[config.mk]
export PLATFORM = sky130hd
export DESIGN_NAME = dual_data_space_access
export DESIGN_NICKNAME = d
export VERILOG_FILES = /design/src/dds_pkg.sv /design/src/dual_data_space_access.sv
export SDC_FILE = /design/constraint.sdc
export NUM_CORES = 1
export LEC_CHECK = 0
export BUFFER_PORTS_ARGS = -buffer_cell sky130_fd_sc_hd__buf_2
export CORE_MARGIN = 2
export CORE_UTILIZATION = 53
export CTS_BUF_LIST = sky130_fd_sc_hd__clkbuf_4
export CTS_CLUSTER_DIAMETER = 120
export DETAILED_ROUTE_END_ITERATION = 12
export HOLD_SLACK_MARGIN = 0.06
export PLACE_DENSITY = 0.88
export SKIP_LAST_GASP = 1
export SYNTH_ARGS = -nofsm -noshare
export SYNTH_HDL_FRONTEND = slang
export SYNTH_SLANG_ARGS = --single-unit
[constraint.sdc]
create_clock -name i_clk -period 4.66 [get_ports i_clk]
set_clock_uncertainty 0.05 [all_clocks]
set_input_delay 0.699 -clock i_clk [delete_from_list [all_inputs] [get_ports i_clk]]
set_output_delay 0.699 -clock i_clk [all_outputs]
set_load 0.02 [all_outputs]
[src/dds_pkg.sv]
// shared types and constants for the dual data space access unit
package dds_pkg;

  localparam int ADDR_W = 16;
  localparam int DATA_W = 16;

  // reset values
  localparam logic [ADDR_W-1:0] ADDR_RST   = 16'h0000;
  localparam logic [DATA_W-1:0] DATA_RST   = 16'h0000;
  // default x/y boundary: first word address of the y space
  localparam logic [ADDR_W-1:0] Y_BASE_DEF = 16'h8000;
  // read latency of the data ram, in cycles after the strobe
  localparam int RAM_RD_LAT = 1;

  // instruction class as seen by the operand fetch logic
  typedef enum logic [3:0] {
    op_mcu                 = 4'h0,
    accumulator_clear_op   = 4'h1,
    distance_op            = 4'h2,
    distance_accumulate_op = 4'h3,
    multiply_accumulate_op = 4'h4,
    accumulate_move_op     = 4'h5,
    multiply_op            = 4'h6,
    negated_multiply_op    = 4'h7,
    multiply_subtract_op   = 4'h8
  } op_e;

  // address update mode asked of an address generator
  typedef enum logic [1:0] {
    am_linear = 2'h0,
    am_modulo = 2'h1,
    am_bitrev = 2'h2
  } mode_e;

  // one address generator request from the core
  typedef struct packed {
    logic              valid;
    logic              write;
    mode_e             mode;
    logic [ADDR_W-1:0] addr;
    logic [ADDR_W-1:0] incr;
    logic [DATA_W-1:0] wdata;
  } agen_req_s;

  // circular buffer bounds, inclusive
  typedef struct packed {
    logic [ADDR_W-1:0] lo;
    logic [ADDR_W-1:0] hi;
  } mod_cfg_s;

  typedef struct packed {
    logic              en;
    logic [ADDR_W-1:0] addr;
  } rd_port_s;

  typedef struct packed {
    logic              en;
    logic [ADDR_W-1:0] addr;
    logic [DATA_W-1:0] data;
  } wr_port_s;

  // which ram port carries each operand
  typedef struct packed {
    logic x_vld;
    logic x_on_y;
    logic y_vld;
    logic y_on_x;
  } tag_s;

  typedef struct packed {
    logic mode;
    logic route;
  } fault_s;

endpackage : dds_pkg

[src/dual_data_space_access.sv]
// dual data space access unit: x/y address generation and ram port steering
`timescale 1ns/1ps

// Functional notes
// [RQ1] data memory is split into x and y spaces, each with its own address generator and path.
// [RQ2] ordinary ops see one linear range while mac class ops treat x and y as separate regions.
// [RQ3] the x space serves every instruction class and every addressing mode.
// [RQ4] the x side has a read bus and a write bus that are separate paths.
// [RQ5] the x read bus carries all combined-space reads and the x operand of dual reads; here an x operand at or above Y_BASE, y below, rides the y port.
// [RQ6] the y space is used only alongside x by the mac class ops for a second read path.
// [RQ7] both address generators offer circular addressing for all instructions; here the y generator only updates for mac class ops.
// [RQ8] bit-reversed update applies to x writes only, never to reads or to y.
// [RQ9] with the dsp option off neither circular nor bit-reversed update exists.
// [RQ10] every write is decoded against the combined x plus y space.
// [RQ11] the x/y boundary is fixed per build and cannot be moved at run time.
// [RQ12] the boundary is a parameter and dual reads are steered to x or y port by it.
module dual_data_space_access #(
  parameter logic                      DSP_EN = 1'b1,
  parameter logic [dds_pkg::ADDR_W-1:0] Y_BASE = dds_pkg::Y_BASE_DEF
) (
  // clock and reset
  input  wire logic                       i_clk,
  input  wire logic                       i_rst_b,
  // core request side
  input  wire dds_pkg::op_e               i_op,
  input  wire dds_pkg::agen_req_s         i_x_req,
  input  wire dds_pkg::agen_req_s         i_y_req,
  input  wire dds_pkg::mod_cfg_s          i_x_mod,
  input  wire dds_pkg::mod_cfg_s          i_y_mod,
  // ram read data
  input  wire logic [dds_pkg::DATA_W-1:0] i_x_rdata,
  input  wire logic [dds_pkg::DATA_W-1:0] i_y_rdata,
  // ram ports
  output dds_pkg::rd_port_s               o_x_rd,
  output dds_pkg::rd_port_s               o_y_rd,
  output dds_pkg::wr_port_s               o_wr,
  // core answer side
  output logic [dds_pkg::ADDR_W-1:0]      o_x_next,
  output logic [dds_pkg::ADDR_W-1:0]      o_y_next,
  output logic                            o_x_opnd_vld,
  output logic [dds_pkg::DATA_W-1:0]      o_x_opnd,
  output logic                            o_y_opnd_vld,
  output logic [dds_pkg::DATA_W-1:0]      o_y_opnd,
  output dds_pkg::fault_s                 o_fault
);

  typedef struct packed {
    dds_pkg::rd_port_s                        x_rd;
    dds_pkg::rd_port_s                        y_rd;
    dds_pkg::wr_port_s                        wr;
    logic [dds_pkg::ADDR_W-1:0]               x_next;
    logic [dds_pkg::ADDR_W-1:0]               y_next;
    dds_pkg::tag_s [dds_pkg::RAM_RD_LAT:0]    tag;
    logic                                     x_vld;
    logic [dds_pkg::DATA_W-1:0]               x_opnd;
    logic                                     y_vld;
    logic [dds_pkg::DATA_W-1:0]               y_opnd;
    dds_pkg::fault_s                          fault;
  } state_s;

  localparam state_s STATE_RST = '{
    x_rd:   '{en: 1'b0, addr: dds_pkg::ADDR_RST},
    y_rd:   '{en: 1'b0, addr: dds_pkg::ADDR_RST},
    wr:     '{en: 1'b0, addr: dds_pkg::ADDR_RST, data: dds_pkg::DATA_RST},
    x_next: dds_pkg::ADDR_RST,
    y_next: dds_pkg::ADDR_RST,
    tag:    '0,
    x_vld:  1'b0,
    x_opnd: dds_pkg::DATA_RST,
    y_vld:  1'b0,
    y_opnd: dds_pkg::DATA_RST,
    fault:  '0
  };

  // reverse the bit order of an address
  function automatic logic [dds_pkg::ADDR_W-1:0] rev(input logic [dds_pkg::ADDR_W-1:0] a);
    logic [dds_pkg::ADDR_W-1:0] r;
    r = '0;
    for (int i = 0; i < dds_pkg::ADDR_W; i++) begin
      r[i] = a[dds_pkg::ADDR_W-1-i];
    end
    return r;
  endfunction : rev

  // boundary compare; Y_BASE is a parameter so nothing at run time can move it
  function automatic logic in_y(input logic [dds_pkg::ADDR_W-1:0] a);
    return a >= Y_BASE; // [RQ11] [RQ12]
  endfunction : in_y

  // post-update address of one generator
  function automatic logic [dds_pkg::ADDR_W-1:0] agen_next(
    input dds_pkg::agen_req_s r,
    input dds_pkg::mod_cfg_s  m,
    input logic               brev_ok
  );
    logic                       down;
    logic [dds_pkg::ADDR_W-1:0] lin;
    down = r.incr[dds_pkg::ADDR_W-1];
    lin  = r.addr + r.incr;
    agen_next = lin;
    if (DSP_EN) begin // [RQ9]
      if (r.mode == dds_pkg::am_modulo) begin // [RQ7]
        if (!down && r.addr == m.hi) begin
          agen_next = m.lo;
        end else if (down && r.addr == m.lo) begin
          agen_next = m.hi;
        end
      end else if (r.mode == dds_pkg::am_bitrev && brev_ok) begin // [RQ8]
        // reverse-carry add walks fft butterflies in place
        agen_next = rev(rev(r.addr) + rev(r.incr));
      end
    end
  endfunction : agen_next

  // release reset through two flops
  logic [1:0] rst_sync_q;
  logic       rst_b;

  always_ff @(posedge i_clk or negedge i_rst_b) begin
    if (!i_rst_b) begin
      rst_sync_q <= 2'h0;
    end else begin
      rst_sync_q <= {rst_sync_q[0], 1'b1};
    end
  end
  assign rst_b = rst_sync_q[1];

  state_s s_q;
  state_s s_d;

  logic is_mac;
  logic dual;
  logic x_sel_y;
  logic y_sel_y;
  logic x_brev_ok;
  logic clash;
  logic bad_mode;

  // request decode
  always_comb begin
    is_mac    = (i_op != dds_pkg::op_mcu); // [RQ2] [RQ6]
    dual      = is_mac && i_x_req.valid && !i_x_req.write && i_y_req.valid; // [RQ1]
    x_sel_y   = in_y(i_x_req.addr);
    y_sel_y   = in_y(i_y_req.addr);
    clash     = dual && (x_sel_y == y_sel_y);
    x_brev_ok = i_x_req.write; // [RQ8]
    bad_mode  = (i_x_req.valid && i_x_req.mode == dds_pkg::am_bitrev && !x_brev_ok)
              || (i_y_req.valid && i_y_req.mode == dds_pkg::am_bitrev)
              || (!DSP_EN && i_x_req.valid && i_x_req.mode != dds_pkg::am_linear)
              || (!DSP_EN && i_y_req.valid && i_y_req.mode != dds_pkg::am_linear);
  end

  // next state of the whole unit
  always_comb begin
    s_d          = s_q;
    s_d.x_rd.en  = 1'b0;
    s_d.y_rd.en  = 1'b0;
    s_d.wr.en    = 1'b0;
    s_d.tag[0]   = '0;
    s_d.x_vld    = 1'b0;
    s_d.y_vld    = 1'b0;
    s_d.fault    = '0;

    // x generator runs for any valid request, y generator only for a valid mac class request
    if (i_x_req.valid) begin
      s_d.x_next = agen_next(i_x_req, i_x_mod, x_brev_ok); // [RQ3] [RQ7]
    end
    if (i_y_req.valid && is_mac) begin
      s_d.y_next = agen_next(i_y_req, i_y_mod, 1'b0); // [RQ7] [RQ8]
    end

    // writes always take the combined space on the x write bus
    if (i_x_req.valid && i_x_req.write) begin
      s_d.wr.en   = 1'b1; // [RQ4] [RQ10]
      s_d.wr.addr = i_x_req.addr;
      s_d.wr.data = i_x_req.wdata;
    end

    if (dual && !clash) begin
      // each operand goes to the port that owns its address
      if (x_sel_y) begin
        s_d.y_rd.en       = 1'b1; // [RQ12]
        s_d.y_rd.addr     = i_x_req.addr;
        s_d.x_rd.en       = 1'b1;
        s_d.x_rd.addr     = i_y_req.addr;
        s_d.tag[0].x_on_y = 1'b1;
        s_d.tag[0].y_on_x = 1'b1;
      end else begin
        s_d.x_rd.en   = 1'b1; // [RQ5] [RQ12]
        s_d.x_rd.addr = i_x_req.addr;
        s_d.y_rd.en   = 1'b1; // [RQ6]
        s_d.y_rd.addr = i_y_req.addr;
      end
      s_d.tag[0].x_vld = 1'b1;
      s_d.tag[0].y_vld = 1'b1;
    end else if (i_x_req.valid && !i_x_req.write) begin
      // combined-space read, or the x half of a clashing pair
      s_d.x_rd.en      = 1'b1; // [RQ5]
      s_d.x_rd.addr    = i_x_req.addr;
      s_d.tag[0].x_vld = 1'b1;
    end

    // y read outside the mac class, a mac y read with no x access beside it, or a pair that both sit in one space
    s_d.fault.route = clash || (i_y_req.valid && !is_mac)
                    || (is_mac && i_y_req.valid && !dual && !i_x_req.write);
    s_d.fault.mode  = bad_mode; // [RQ8] [RQ9]

    // age the port tags to line up with ram latency
    for (int i = 1; i <= dds_pkg::RAM_RD_LAT; i++) begin
      s_d.tag[i] = s_q.tag[i-1];
    end

    // capture returned words onto the operand they belong to
    if (s_q.tag[dds_pkg::RAM_RD_LAT].x_vld) begin
      s_d.x_vld  = 1'b1;
      s_d.x_opnd = s_q.tag[dds_pkg::RAM_RD_LAT].x_on_y ? i_y_rdata : i_x_rdata;
    end
    if (s_q.tag[dds_pkg::RAM_RD_LAT].y_vld) begin
      s_d.y_vld  = 1'b1;
      s_d.y_opnd = s_q.tag[dds_pkg::RAM_RD_LAT].y_on_x ? i_x_rdata : i_y_rdata;
    end
  end

  // single state register
  always_ff @(posedge i_clk or negedge rst_b) begin
    if (!rst_b) begin
      s_q <= STATE_RST;
    end else begin
      s_q <= s_d;
    end
  end

  // outputs straight from the state flops
  assign o_x_rd       = s_q.x_rd;
  assign o_y_rd       = s_q.y_rd;
  assign o_wr         = s_q.wr;
  assign o_x_next     = s_q.x_next;
  assign o_y_next     = s_q.y_next;
  assign o_x_opnd_vld = s_q.x_vld;
  assign o_x_opnd     = s_q.x_opnd;
  assign o_y_opnd_vld = s_q.y_vld;
  assign o_y_opnd     = s_q.y_opnd;
  assign o_fault      = s_q.fault;

endmodule : dual_data_space_access

## Word-level counts from Yosys, hierarchy flattened

Index checks and enable logic that the tools add are counted.

- Logic and storage cells: 88
- Register bits after elaboration: 145
- Output and inout port bits: 135

- Magnitude comparators: 2
- Equal/unequal tests: 9
- $add $sub $neg: 3
- Mux-type cells: 20
- Reductions and logical operators: 30

Operators by type and width:

| kind | number |
|---|---|
| two-way mux 16 bit | 9 |
| two-way mux 17 bit | 5 |
| two-way mux 33 bit | 2 |
| == test 16 bit | 4 |
| adder 16 bit | 3 |
| greater-or-equal comparator 16 bit, second input constant | 2 |
| logical AND 1 bit | 19 |
| zero test 1 bit | 6 |
| == test 2 x 1 -> 1 bit, second input constant | 2 |
| == test 2 bit, second input constant | 2 |
| nonzero test 4 bit | 1 |
| logical OR 1 bit | 3 |
| two-way mux 1 bit | 3 |
| two-way mux 3 bit | 1 |
| nonzero test 2 bit | 1 |
| == test 1 bit | 1 |

## Depth between registers and ports, before layout

Gate-level depths: netlist of run 1.

- Depth in word-level cells: 8
- Gate-level depth with buffers: 11

## Least setup slack after synthesis of run 1

Ideal clock, no wire load.

- Path kind: input -> register
- Start: in i_y_req[16] in the netlist's numbering
- End: reg s_q (netlist bit o_y_next[14])
- Path buffers: 0
- Arrival time: 2.859 ns
- Required time: 4.478 ns
- Setup slack: 1.620 ns
- Library setup time: 0.132 ns
- Stages on the path: 10
- Cell sequence: ha_1 > fa_1 > a21oi_2 > o211ai_1 > or4b_1 > a31o_2 > a311oi_2 > xnor2_1 > o21ai_0 > o21ai_1

- Cells in the longest elaborated chain, start to end: 4

Ends and longest elaborated chain:

| what | line | text |
|---|---|---|
| from (decl) | dual_data_space_access.sv:27 | `input wire dds_pkg::agen_req_s i_y_req,` |
| adder 16 bit (*) | dual_data_space_access.sv:99 | `lin = r.addr + r.incr;` |
| two-way mux 16 bit | dual_data_space_access.sv:105 | `end else if (down && r.addr == m.lo) begin` |
| two-way mux 16 bit | dual_data_space_access.sv:103 | `if (!down && r.addr == m.hi) begin` |
| two-way mux 16 bit (*) | dual_data_space_access.sv:102 | `if (r.mode == dds_pkg::am_modulo) begin` |
| to (signal assigned) | dual_data_space_access.sv:227 | `s_q <= STATE_RST;` |
| to (signal assigned) | dual_data_space_access.sv:229 | `s_q <= s_d;` |
| to (decl) | dual_data_space_access.sv:128 | `state_s s_q;` |

Mark *: on every way between the ends. The rest lies on a longest branch, timed or not.
A chain may end at the register's enable or synchronous reset.

## Worst setup path after layout of run 1

- Start: in i_y_req[32] in the netlist's numbering
- End: reg s_q (netlist bit o_y_next[14])

- Cells in the longest elaborated chain, start to end: 5
- Elaborated cells between the ends (all ways): 8

Ends and longest elaborated chain:

| what | line |
|---|---|
| parallel branches: the longest is 4 deep, another holds adder 16 bit | -- |
| two-way mux 16 bit (*) | dual_data_space_access.sv:102 |

Mark *: on every way between the ends.

==> results.toml, run 1 <==
[placement]
gp_routability_congestion = 0.973
io_buffers = 323
hpwl_um = 23100
dp.cells = 1491

[yosys]
ys_seq_area_share_pct = 35.1
syn_nets = 1348
synthMostInstantiatedCell = "dfrtp_1"
synthesis.area_sq_mm = 0.0101
ys_ff_latch = 141
synth_cells = 1108
synth_area_leader_cell = "dfrtp_1"
syn_area_per_cell_sq_um = 9.08
synth_top_area_share_pct = 35.1
synth-edff-count = 0
synth_cell_types = 71
synth-warning-count = 0
async_flop_share_pct = 100
synth_flop_cell = "dfrtp_1"
synth_common_cells = "dfrtp_1, buf_4, nand2_1"
synth_area_leaders = "dfrtp_1, buf_4, mux2i_1, xnor2_1, xor2_1"

[clock_network]
cts_tree = "built"
ctsHoldBuffers = 1
clock_path_buffers = 2
clock_latency_ns = 0.56
post_cts_resized = 0
cts_setup_buffers = 0
cts_buffers = 17
cts.sinks = 141
cts-root-buf = "clkbuf_4"
htree_levels = 4
clkSlewWorstSetupHoldPaths_ns = 0.14

[timing]
layout_min_cycle_time_ns = 2.85
clock.fmax_ghz = 0.350
hold_viol = 0
period_share_pct = 61.2
finalSetupViolCount = 0
rsz0062_at_grt = "false"
worst_pin_slew_ns = 1.01
relSlewSlack_pct = 32.5
final_max_slew_viol_count = 0
tns_ns = 0

[outcome]
status = "finished, final reports clean"

[critical_path]
ff2ff_path_depth = 1
r2r-end = "s_d[43]"
crit_path_start = "i_y_req[32]"
critPathKind = "input port to flip-flop"
cp_max_fo = 5
cp-start-kind = "input port"
crit_end = "o_y_next[14]"
rr_startpoint = "rst_sync_q[1]"
crit_required_ns = 5.09
r2r_slack_ns = 3.01
crit_path_end_kind = "flip-flop"
arrival_ns = 3.28

[routing]
dr.pass1.iters = 6
dr_total_vias = 8847
wire_per_inst_um = 19.6
via_per_inst = 5.81
wirelength_um = 29800
ant_nets = 0
drt_iter0_markers = 631
remaining_drc_errors = 0

[floorplanning]
die_w_um = 142
dieArea_sq_mm = 0.0201
start_util_pct = 54.0
core_area_sq_mm = 0.0186
rows = 50
die_h_um = 142
ios = 341

[finish]
drive_gt1_share_pct = 32.7
final_util_pct = 59.9
area_growth_pct = 10.9
fin_cells = 1524
n_fill_cell = 1673
final_nets = 1517

[pwr]
ir_drop_uv = 219
p_leak_nw = 5.20
pwr_density_cell_mw_per_mm2 = 338

[worst_hold_path]
min_path_cells = 0
hold_path_class = "flip-flop to flip-flop"

[grt]
antenna_found_initial = 1
grt_pass1_wl_um = 45500
grt_max_degree = 73
grt_usage_pct = 29.3
grt_pass1_vias = 8537
grt_overflow = 0

[job]
maxCapViolations = 0
kinds of logic after synthesis:
family	share of synthesized area, %
and+or+nand+nor	11.4
adders and majority gates	4.45
buffers and inverters	13.2
AOI/OAI and AO/OA	16.2
muxes	10.5
other	0.0373
xor gates and xnor gates	9.14
DFF	35.1
area by class of cell:
class | instances | area, sq um | share of cell area, %
diodes | 1 | 2.50 | 0.0224
clock buffers | 18 | 135 | 1.21
clock inverters | 13 | 164 | 1.47
inverters | 24 | 90.1 | 0.807
multi-input cells | 756 | 5220 | 46.8
flip-flops and latches | 141 | 3530 | 31.6
well taps | 234 | 293 | 2.62
repair buffers | 337 | 1720 | 15.4
cells in the final DEF (no fill, tap or decap), drive strengths merged, types with 5 or more instances in the layout:
cell,count
a211oi,9
a21o,9
a21oi,80
a31oi,8
buf,336
clkbuf,18
dfrtp,141
ha,31
inv,27
mux2,31
mux2i,71
nand2,94
nand2b,5
nand3,11
nand4,10
nor2,85
nor2b,7
nor3,16
nor4,8
o211ai,6
o21ai,77
o221ai,7
o22ai,17
or2,8
xnor2,59
xor2,46
layer usage:
metal	routed length (um)	vias to the layer above	GRT usage, %	part of all wire (%)
li1	-	4085	-	-
met2	13900	458	48.4	47
met3	2520	99	6.18	8.4
met1	12100	4205	37.0	41
met5	0	-	0	0
met4	1230	0	13.7	4.1
worst min-delay path by stage:
| stage | start | to | slack (ns) |
|---|---|---|---|
| final | s_d[43] | s_q[43] | 0.32 |
| after global routing | i_x_req[0] | o_wr[0] | 0.28 |
| after detailed placement | s_d[42] | s_q[42] | 0.29 |
| after floorplan | rst_sync_q[0] | rst_sync_q[1] | 0.28 |
| after global placement | s_d[42] | s_q[42] | 0.28 |
| after CTS | i_x_req[15] | o_wr[15] | 0.27 |
power breakdown:
group | leakage (nW) | internal, mW | switching, mW | total [mW]
clock | 0.149 | 0.378 | 0.489 | 0.867
sequential | 1.65 | 1.43 | 0.128 | 1.56
combinational | 3.39 | 0.511 | 0.833 | 1.34
total | 5.20 | 2.32 | 1.45 | 3.77
critical path, stage by stage:
cell      delay, ns
buf_2          0.15
ha_1           0.23
fa_1           0.43
a21oi_2        0.18
o211ai_1       0.14
or4b_1         0.52
a31o_2         0.29
a311oi_2       0.28
xnor2_1        0.14
o21ai_0        0.08
o21ai_1        0.14
state kept, by name, summed over array words and instances (netlist names):
name and count:
rst_sync_q 2, o_x_opnd_vld 1, o_fault 2, o_x_next 16, o_x_opnd 16, o_y_rd 16, o_wr 33, o_y_opnd 16
o_y_next 16, o_y_opnd_vld 1, o_x_rd 16, s_q 3, s_d 3
stage by stage:
stage               hold WS (ns)  worst slack (ns)  power (mW)  cell area (sq um)
floorplan                  0.281             0.391        2.69              10100
global placement           0.282              1.29        2.88              10900
detailed placement         0.287              1.26        2.91              10900
CTS                        0.269              1.88        3.78              11200
global route               0.279              1.76        3.96              11200
finish                     0.319              1.81        3.77              11200
No activity file was read; power rests on OpenSTA's default activity.
==> inputs of run 2 (changes only) <==
--- a/config.mk
+++ b/config.mk
@@ -7,12 +7,12 @@
 export LEC_CHECK = 0
 export BUFFER_PORTS_ARGS = -buffer_cell sky130_fd_sc_hd__buf_2
 export CORE_MARGIN = 2
-export CORE_UTILIZATION = 53
+export CORE_UTILIZATION = 48
 export CTS_BUF_LIST = sky130_fd_sc_hd__clkbuf_4
 export CTS_CLUSTER_DIAMETER = 120
 export DETAILED_ROUTE_END_ITERATION = 12
 export HOLD_SLACK_MARGIN = 0.06
-export PLACE_DENSITY = 0.88
+export PLACE_DENSITY = 0.84
 export SKIP_LAST_GASP = 1
 export SYNTH_ARGS = -nofsm -noshare
 export SYNTH_HDL_FRONTEND = slang
==> constraint.sdc (replaced) <==
create_clock -name i_clk -period 2.45 [get_ports i_clk]
set_clock_uncertainty 0.05 [all_clocks]
set_input_delay 0.3675 -clock i_clk [delete_from_list [all_inputs] [get_ports i_clk]]
set_output_delay 0.3675 -clock i_clk [all_outputs]
set_load 0.02 [all_outputs]
==> run 2 against run 1 <==
Register-to-register slack got worse by 2.8 ns; power grew 100%; critical path depth decreased by 1; clock power is 95% higher; setup slack worse by 1.7 ns; hold slack lost 0.21 ns.
==> results.toml, run 2 (synthesis gave the netlist of run 1 again) <==
[outcome]
status = "finished, final reports clean"

[timing]
rsz0062_at_grt = "false"
clock.fmax_ghz = 0.419
finalWorstSetupSlack_ns = 0.0615
final_max_slew_viol_count = 0
worst_pin_slew_ns = 0.952
hold_viol = 0
layout_min_cycle_time_ns = 2.39
finalSetupViolCount = 0
period_share_pct = 97.5
relSlewSlack_pct = 36.5

[critical_path]
path_buf_inv = 3
crit_required_ns = 2.90
rr_startpoint = "s_q[42]"
crit_path_end_kind = "flip-flop"
cp-start-kind = "input port"
cp_max_fo = 5
path_cells = "dlygate4sd3_1 -> buf_2 -> ha_2 -> a2111oi_4 -> buf_4 -> o41ai_4 -> a21boi_1 -> o21bai_1 -> xor2_1 -> a211o_1"
r2r-end = "o_y_opnd[10]"
slowest_delay_ns = 0.55
r2r_slack_ns = 0.25
critPathTopFamily = "compound AO/OA/AOI/OAI gates"
slowest_stage = "dlygate4sd3_1"
arrival_ns = 2.83
critPathKind = "input port to flip-flop"
ff2ff_path_depth = 3

[placement]
dp.cells = 1645
gp_routability_congestion = 0.974
placed_area_sq_mm = 0.0119
io_buffers = 323
hpwl_um = 25600
dp_slack_ns = -0.343

[routing]
wire_per_inst_um = 20.2
wl_met2_um = 16700
via_per_inst = 5.60
dr.pass1.iters = 5
dr_total_vias = 9822
wl_met1_um = 13900
ant_nets = 0
highest_layer = "met4"
met3_length_um = 3010
remaining_drc_errors = 0
wirelength_um = 35400
drt_iter0_markers = 730

[finish]
area_growth_pct = 29.0
final_nets = 1709
regArea_sq_mm = 0.00353
n_fill_cell = 1663
fin_area_sq_mm = 0.0130
layout_common_cells = "buf_2, dfrtp_1, buf_4"
largest_register_ffs = 33
multiInputGateArea_sq_mm = 0.00530
drive_gt1_share_pct = 37.4
mostFrequentLayoutCell = "buf_2"
fin_cells = 1753

[clock_network]
clock_path_buffers = 2
cts_buffers = 17
cts_tree = "built"
cts.sinks = 141
cts-root-buf = "clkbuf_4"
clkSlewWorstSetupHoldPaths_ns = 0.17
htree_levels = 4
clock_latency_ns = 0.58

[worst_hold_path]
min_path_cells = 3
hold_start = "i_y_req[41]"
hold_path_class = "input port to flip-flop"
hold_end = "o_y_rd[9]"

[grt]
grt_pass1_wl_um = 53400
grt_overflow = 0
grt_max_degree = 59
antenna_found_initial = 1
grt_usage_pct = 31.5
grt_pass1_vias = 9805

[floorplanning]
dieArea_sq_mm = 0.0221
die_w_um = 149
core_area_sq_mm = 0.0204
start_util_pct = 49.3
ios = 341
die_h_um = 149
rows = 52

[pwr]
p_leak_nw = 6.13
pwr_density_cell_mw_per_mm2 = 586
ir_drop_uv = 282

[job]
maxCapViolations = 0
## run 2: cell types whose count changed in the layout (fill, tap and decap cells not counted), moves of 3 or more
| cell | delta |
|---|---|
| clkinvlp_4 | -3 |
| inv_8 | +5 |
| buf_4 | +115 |
| buf_12 | +4 |
| clkinv_8 | +4 |
| dlygate4sd3_1 | +73 |
## run 2: worst reg2reg max path: cells and delay by family, from the launching register on
family | cells | cell delay (ns)
multiplexers | 1 | 0.36
AO/OA/AOI/OAI | 1 | 0.07
flip-flops | 1 | 1.03
buffers and inverters | 1 | 0.60
## run 2: how the worst max path moves through the flow
stage | cells past startpoint | to | from | slack (ns)
after global placement | 11 | o_y_next[14] | i_y_req[32] | -0.34
after CTS | 11 | o_x_next[12] | i_x_req[36] | 0.04
after detailed placement | 11 | o_y_next[14] | i_y_req[32] | -0.34
final | 10 | o_x_next[15] | i_x_req[36] | 0.06
after global routing | 10 | o_x_next[15] | i_x_req[36] | 0.02
after floorplan | 10 | o_y_next[14] | i_y_req[16] | -0.07
## run 2: timing repair
action,4_1_cts,5_1_grt
resized for setup,0,9
hold buffers,74,0
buffers inserted,0,1
hold endpoints to repair,56,0
endpoints found under the setup margin,0,9
## run 2: through the flow
step | utilization (%) | total power, mW | hold WS, ns | setup TNS [ns]
3_3_place_gp | 58.1 | 5.71 | 0.103 | -4.13
2_1_floorplan | - | 5.11 | 0.0219 | -0.0691
6_report | 63.5 | 7.60 | 0.110 | 0
4_1_cts | 63.3 | 7.53 | 0.0607 | 0
3_5_place_dp | 58.1 | 5.76 | 0.104 | -4.96
5_1_grt | 63.5 | 7.98 | 0.0965 | 0
## run 2: per-layer routing
layer	vias up	track usage, %
met5	-	0
met4	0	16.3
met3	129	6.09
met2	563	51.8
met1	4645	39.6
li1	4485	-
## run 2: final cells by class
type,count,area share [%]
diodes,1,0.0193
clock buffers,17,0.983
clock inverters,15,1.49
inverters,24,0.694
multi-input cells,756,40.8
flip-flops and latches,141,27.2
well taps,270,2.60
repair buffers,529,26.2
## run 2: where the power goes
group / total [mW] / internal (mW) / switching, mW / leakage [nW]
Sequential: 2.97 / 2.72 / 0.256 / 1.65
Combinational: 2.94 / 1.22 / 1.72 / 4.31
Clock: 1.69 / 0.580 / 1.11 / 0.168
==> inputs of run 3 (changes only) <==
--- a/config.mk
+++ b/config.mk
@@ -5,15 +5,17 @@
 export SDC_FILE = /design/constraint.sdc
 export NUM_CORES = 1
 export LEC_CHECK = 0
+export ABC_AREA = 1
 export BUFFER_PORTS_ARGS = -buffer_cell sky130_fd_sc_hd__buf_2
 export CORE_MARGIN = 2
-export CORE_UTILIZATION = 48
+export CORE_UTILIZATION = 50
 export CTS_BUF_LIST = sky130_fd_sc_hd__clkbuf_4
 export CTS_CLUSTER_DIAMETER = 120
 export DETAILED_ROUTE_END_ITERATION = 12
 export HOLD_SLACK_MARGIN = 0.06
 export PLACE_DENSITY = 0.84
 export SKIP_LAST_GASP = 1
+export SLEW_MARGIN = 5
 export SYNTH_ARGS = -nofsm -noshare
 export SYNTH_HDL_FRONTEND = slang
 export SYNTH_SLANG_ARGS = --single-unit
==> run 3 against run 2 <==
Clock power is 4% lower; power grew 0.15%; routed wire length increased by 22%; largest power group is now combinational cells; highest routed layer is now met5.
==> results.toml, run 3 <==
[floorplanning]
rows = 56
die_w_um = 159
die_h_um = 159
dieArea_sq_mm = 0.0253
start_util_pct = 51.0
ios = 341
core_area_sq_mm = 0.0235

[timing]
finalSetupViolCount = 0
hold_viol = 0
worst_pin_slew_ns = 0.500
tns_ns = 0
clock.fmax_ghz = 0.443
rsz0062_at_grt = "false"
relSlewSlack_pct = 66.6
period_share_pct = 92.2
layout_min_cycle_time_ns = 2.26
final_max_slew_viol_count = 0

[clock_network]
clock_latency_ns = 0.55
cts_buffers = 17
cts_tree = "built"
cts.sinks = 141
clkSlewWorstSetupHoldPaths_ns = 0.16
clock_path_buffers = 2
htree_levels = 4
cts-root-buf = "clkbuf_4"

[yosys]
synth-edff-count = 0
synth_cell_types = 41
synthesis.area_sq_mm = 0.0120
syn_nets = 2128
synth_area_leader_cell = "dfrtp_1"
synth_area_leaders = "dfrtp_1, nand2_1, buf_4, inv_1, nor2_1"
synth_cells = 1888
async_flop_share_pct = 100
synth_top_area_share_pct = 29.4
ys_ff_latch = 141
synth_common_cells = "nand2_1, inv_1, nor2_1"
ys_seq_area_share_pct = 29.4
synth_flop_cell = "dfrtp_1"
syn_area_per_cell_sq_um = 6.37
synth-warning-count = 0
synthMostInstantiatedCell = "nand2_1"

[routing]
drt_iter0_markers = 1214
via_per_inst = 5.25
remaining_drc_errors = 0
wire_per_inst_um = 17.3
dr.pass1.iters = 7
dr_total_vias = 13085
wirelength_um = 43000
ant_nets = 0

[critical_path]
r2r_slack_ns = 0.45
rr_startpoint = "s_q[42]"
cp-start-kind = "input port"
crit_path_start = "i_x_req[39]"
ff2ff_path_depth = 5
crit_required_ns = 2.89
crit_end = "o_x_next[13]"
arrival_ns = 2.70
critPathKind = "input port to flip-flop"
crit_path_end_kind = "flip-flop"
cp_max_fo = 7
r2r-end = "o_x_opnd[1]"

[finish]
regArea_sq_mm = 0.00353
final_nets = 2399
mostFrequentLayoutCell = "nand2_1"
layout_common_cells = "nand2_1, buf_2, inv_1"
area_growth_pct = 17.4
final_util_pct = 59.9
n_fill_cell = 2369
largest_register_ffs = 33
multiInputGateArea_sq_mm = 0.00625
drive_gt1_share_pct = 20.9

[grt]
grt_max_degree = 50
antenna_found_initial = 2
grt_pass1_vias = 12643
grt_pass1_wl_um = 66500
grt_overflow = 0
grt_usage_pct = 33.6

[placement]
io_buffers = 323
gp_routability_congestion = 1.02
hpwl_um = 33900

[outcome]
status = "finished, final reports clean"

[pwr]
p_leak_nw = 8.06
ir_drop_uv = 338
pwr_density_cell_mw_per_mm2 = 540
power.total_mw = 7.62

[job]
maxCapViolations = 0

[worst_hold_path]
hold_path_class = "input port to flip-flop"
## run 3: final cells by class
| cell class | instances | area share, % |
|---|---|---|
| clock inverter | 15 | 1.32 |
| clock buffer | 17 | 0.905 |
| inverter | 261 | 6.94 |
| timing repair buffer | 436 | 18.6 |
| antenna | 1 | 0.0177 |
| tap | 319 | 2.83 |
| multi-input combinational | 1302 | 44.3 |
| sequential | 141 | 25.0 |
## run 3: worst min-delay path by stage
stage | end | start | slack [ns] | depth (start not counted)
4_1_cts | o_y_rd[14] | i_x_req[46] | 0.06 | 3
2_1_floorplan | rst_sync_q[0] | i_rst_b | 0.02 | 0
3_3_place_gp | rst_sync_q[0] | i_rst_b | 0.10 | 1
6_report | o_y_rd[13] | i_y_req[45] | 0.1 | 3
5_1_grt | o_y_rd[12] | i_y_req[44] | 0.07 | 3
3_5_place_dp | rst_sync_q[0] | i_rst_b | 0.10 | 1
## run 3: power by group
group | internal (mW) | switching [mW]
registers | 2.69 | 0.252
logic | 1.09 | 1.96
clock network | 0.494 | 1.12
## run 3: per-stage QoR
step / std cells / hold WS [ns] / setup WS, ns / instance area (sq um)
after global placement: 2404 / 0.104 / 0.117 / 13200
after global routing: 2492 / 0.0742 / 0.0480 / 14100
after detailed placement: 2404 / 0.104 / 0.126 / 13200
final: 2492 / 0.0991 / 0.191 / 14100
after floorplan: 1888 / 0.0219 / 0.0582 / 12000
after CTS: 2491 / 0.0603 / 0.170 / 14100
## run 3: cells by family after synthesis
kind of cell / count (synthesis) / synth area share [%]
adders and majority gates: 34 / 3.73
other: 1 / 0.0312
AOI/OAI and AO/OA: 238 / 10.9
DFF: 141 / 29.4
and+or+nand+nor: 997 / 35.0
buffers and inverters: 445 / 18.7
xor gates and xnor gates: 32 / 2.33
## run 3: routing by layer
| metal | wire length, um | vias to the layer above | track usage, % |
|---|---|---|---|
| li1 | - | 6333 | - |
| met1 | 16500 | 5947 | 40.3 |
| met2 | 19700 | 643 | 55.4 |
| met3 | 3600 | 160 | 6.02 |
| met4 | 3240 | 2 | 22.1 |
| met5 | 13 | - | 0 |
## run 3: timing repair
item,in CTS,in global routing
hold endpoints to repair,53,0
hold buffers,55,0
setup buffers,0,0
gates resized for setup,0,1
endpoints found under the setup margin,0,1
## run 3: worst max-delay path, stage by stage
cell and delay, ns:
dlygate4sd3_1 0.53, buf_2 0.16, ha_1 0.42, nand2_1 0.11, inv_1 0.14, nand2_1 0.12
nor3_2 0.18, nand2_1 0.13, nand2_1 0.08, nand2_1 0.06, nand2_1 0.08, nand2_1 0.05
nand2_1 0.06, nand2_1 0.06, a21oi_1 0.14
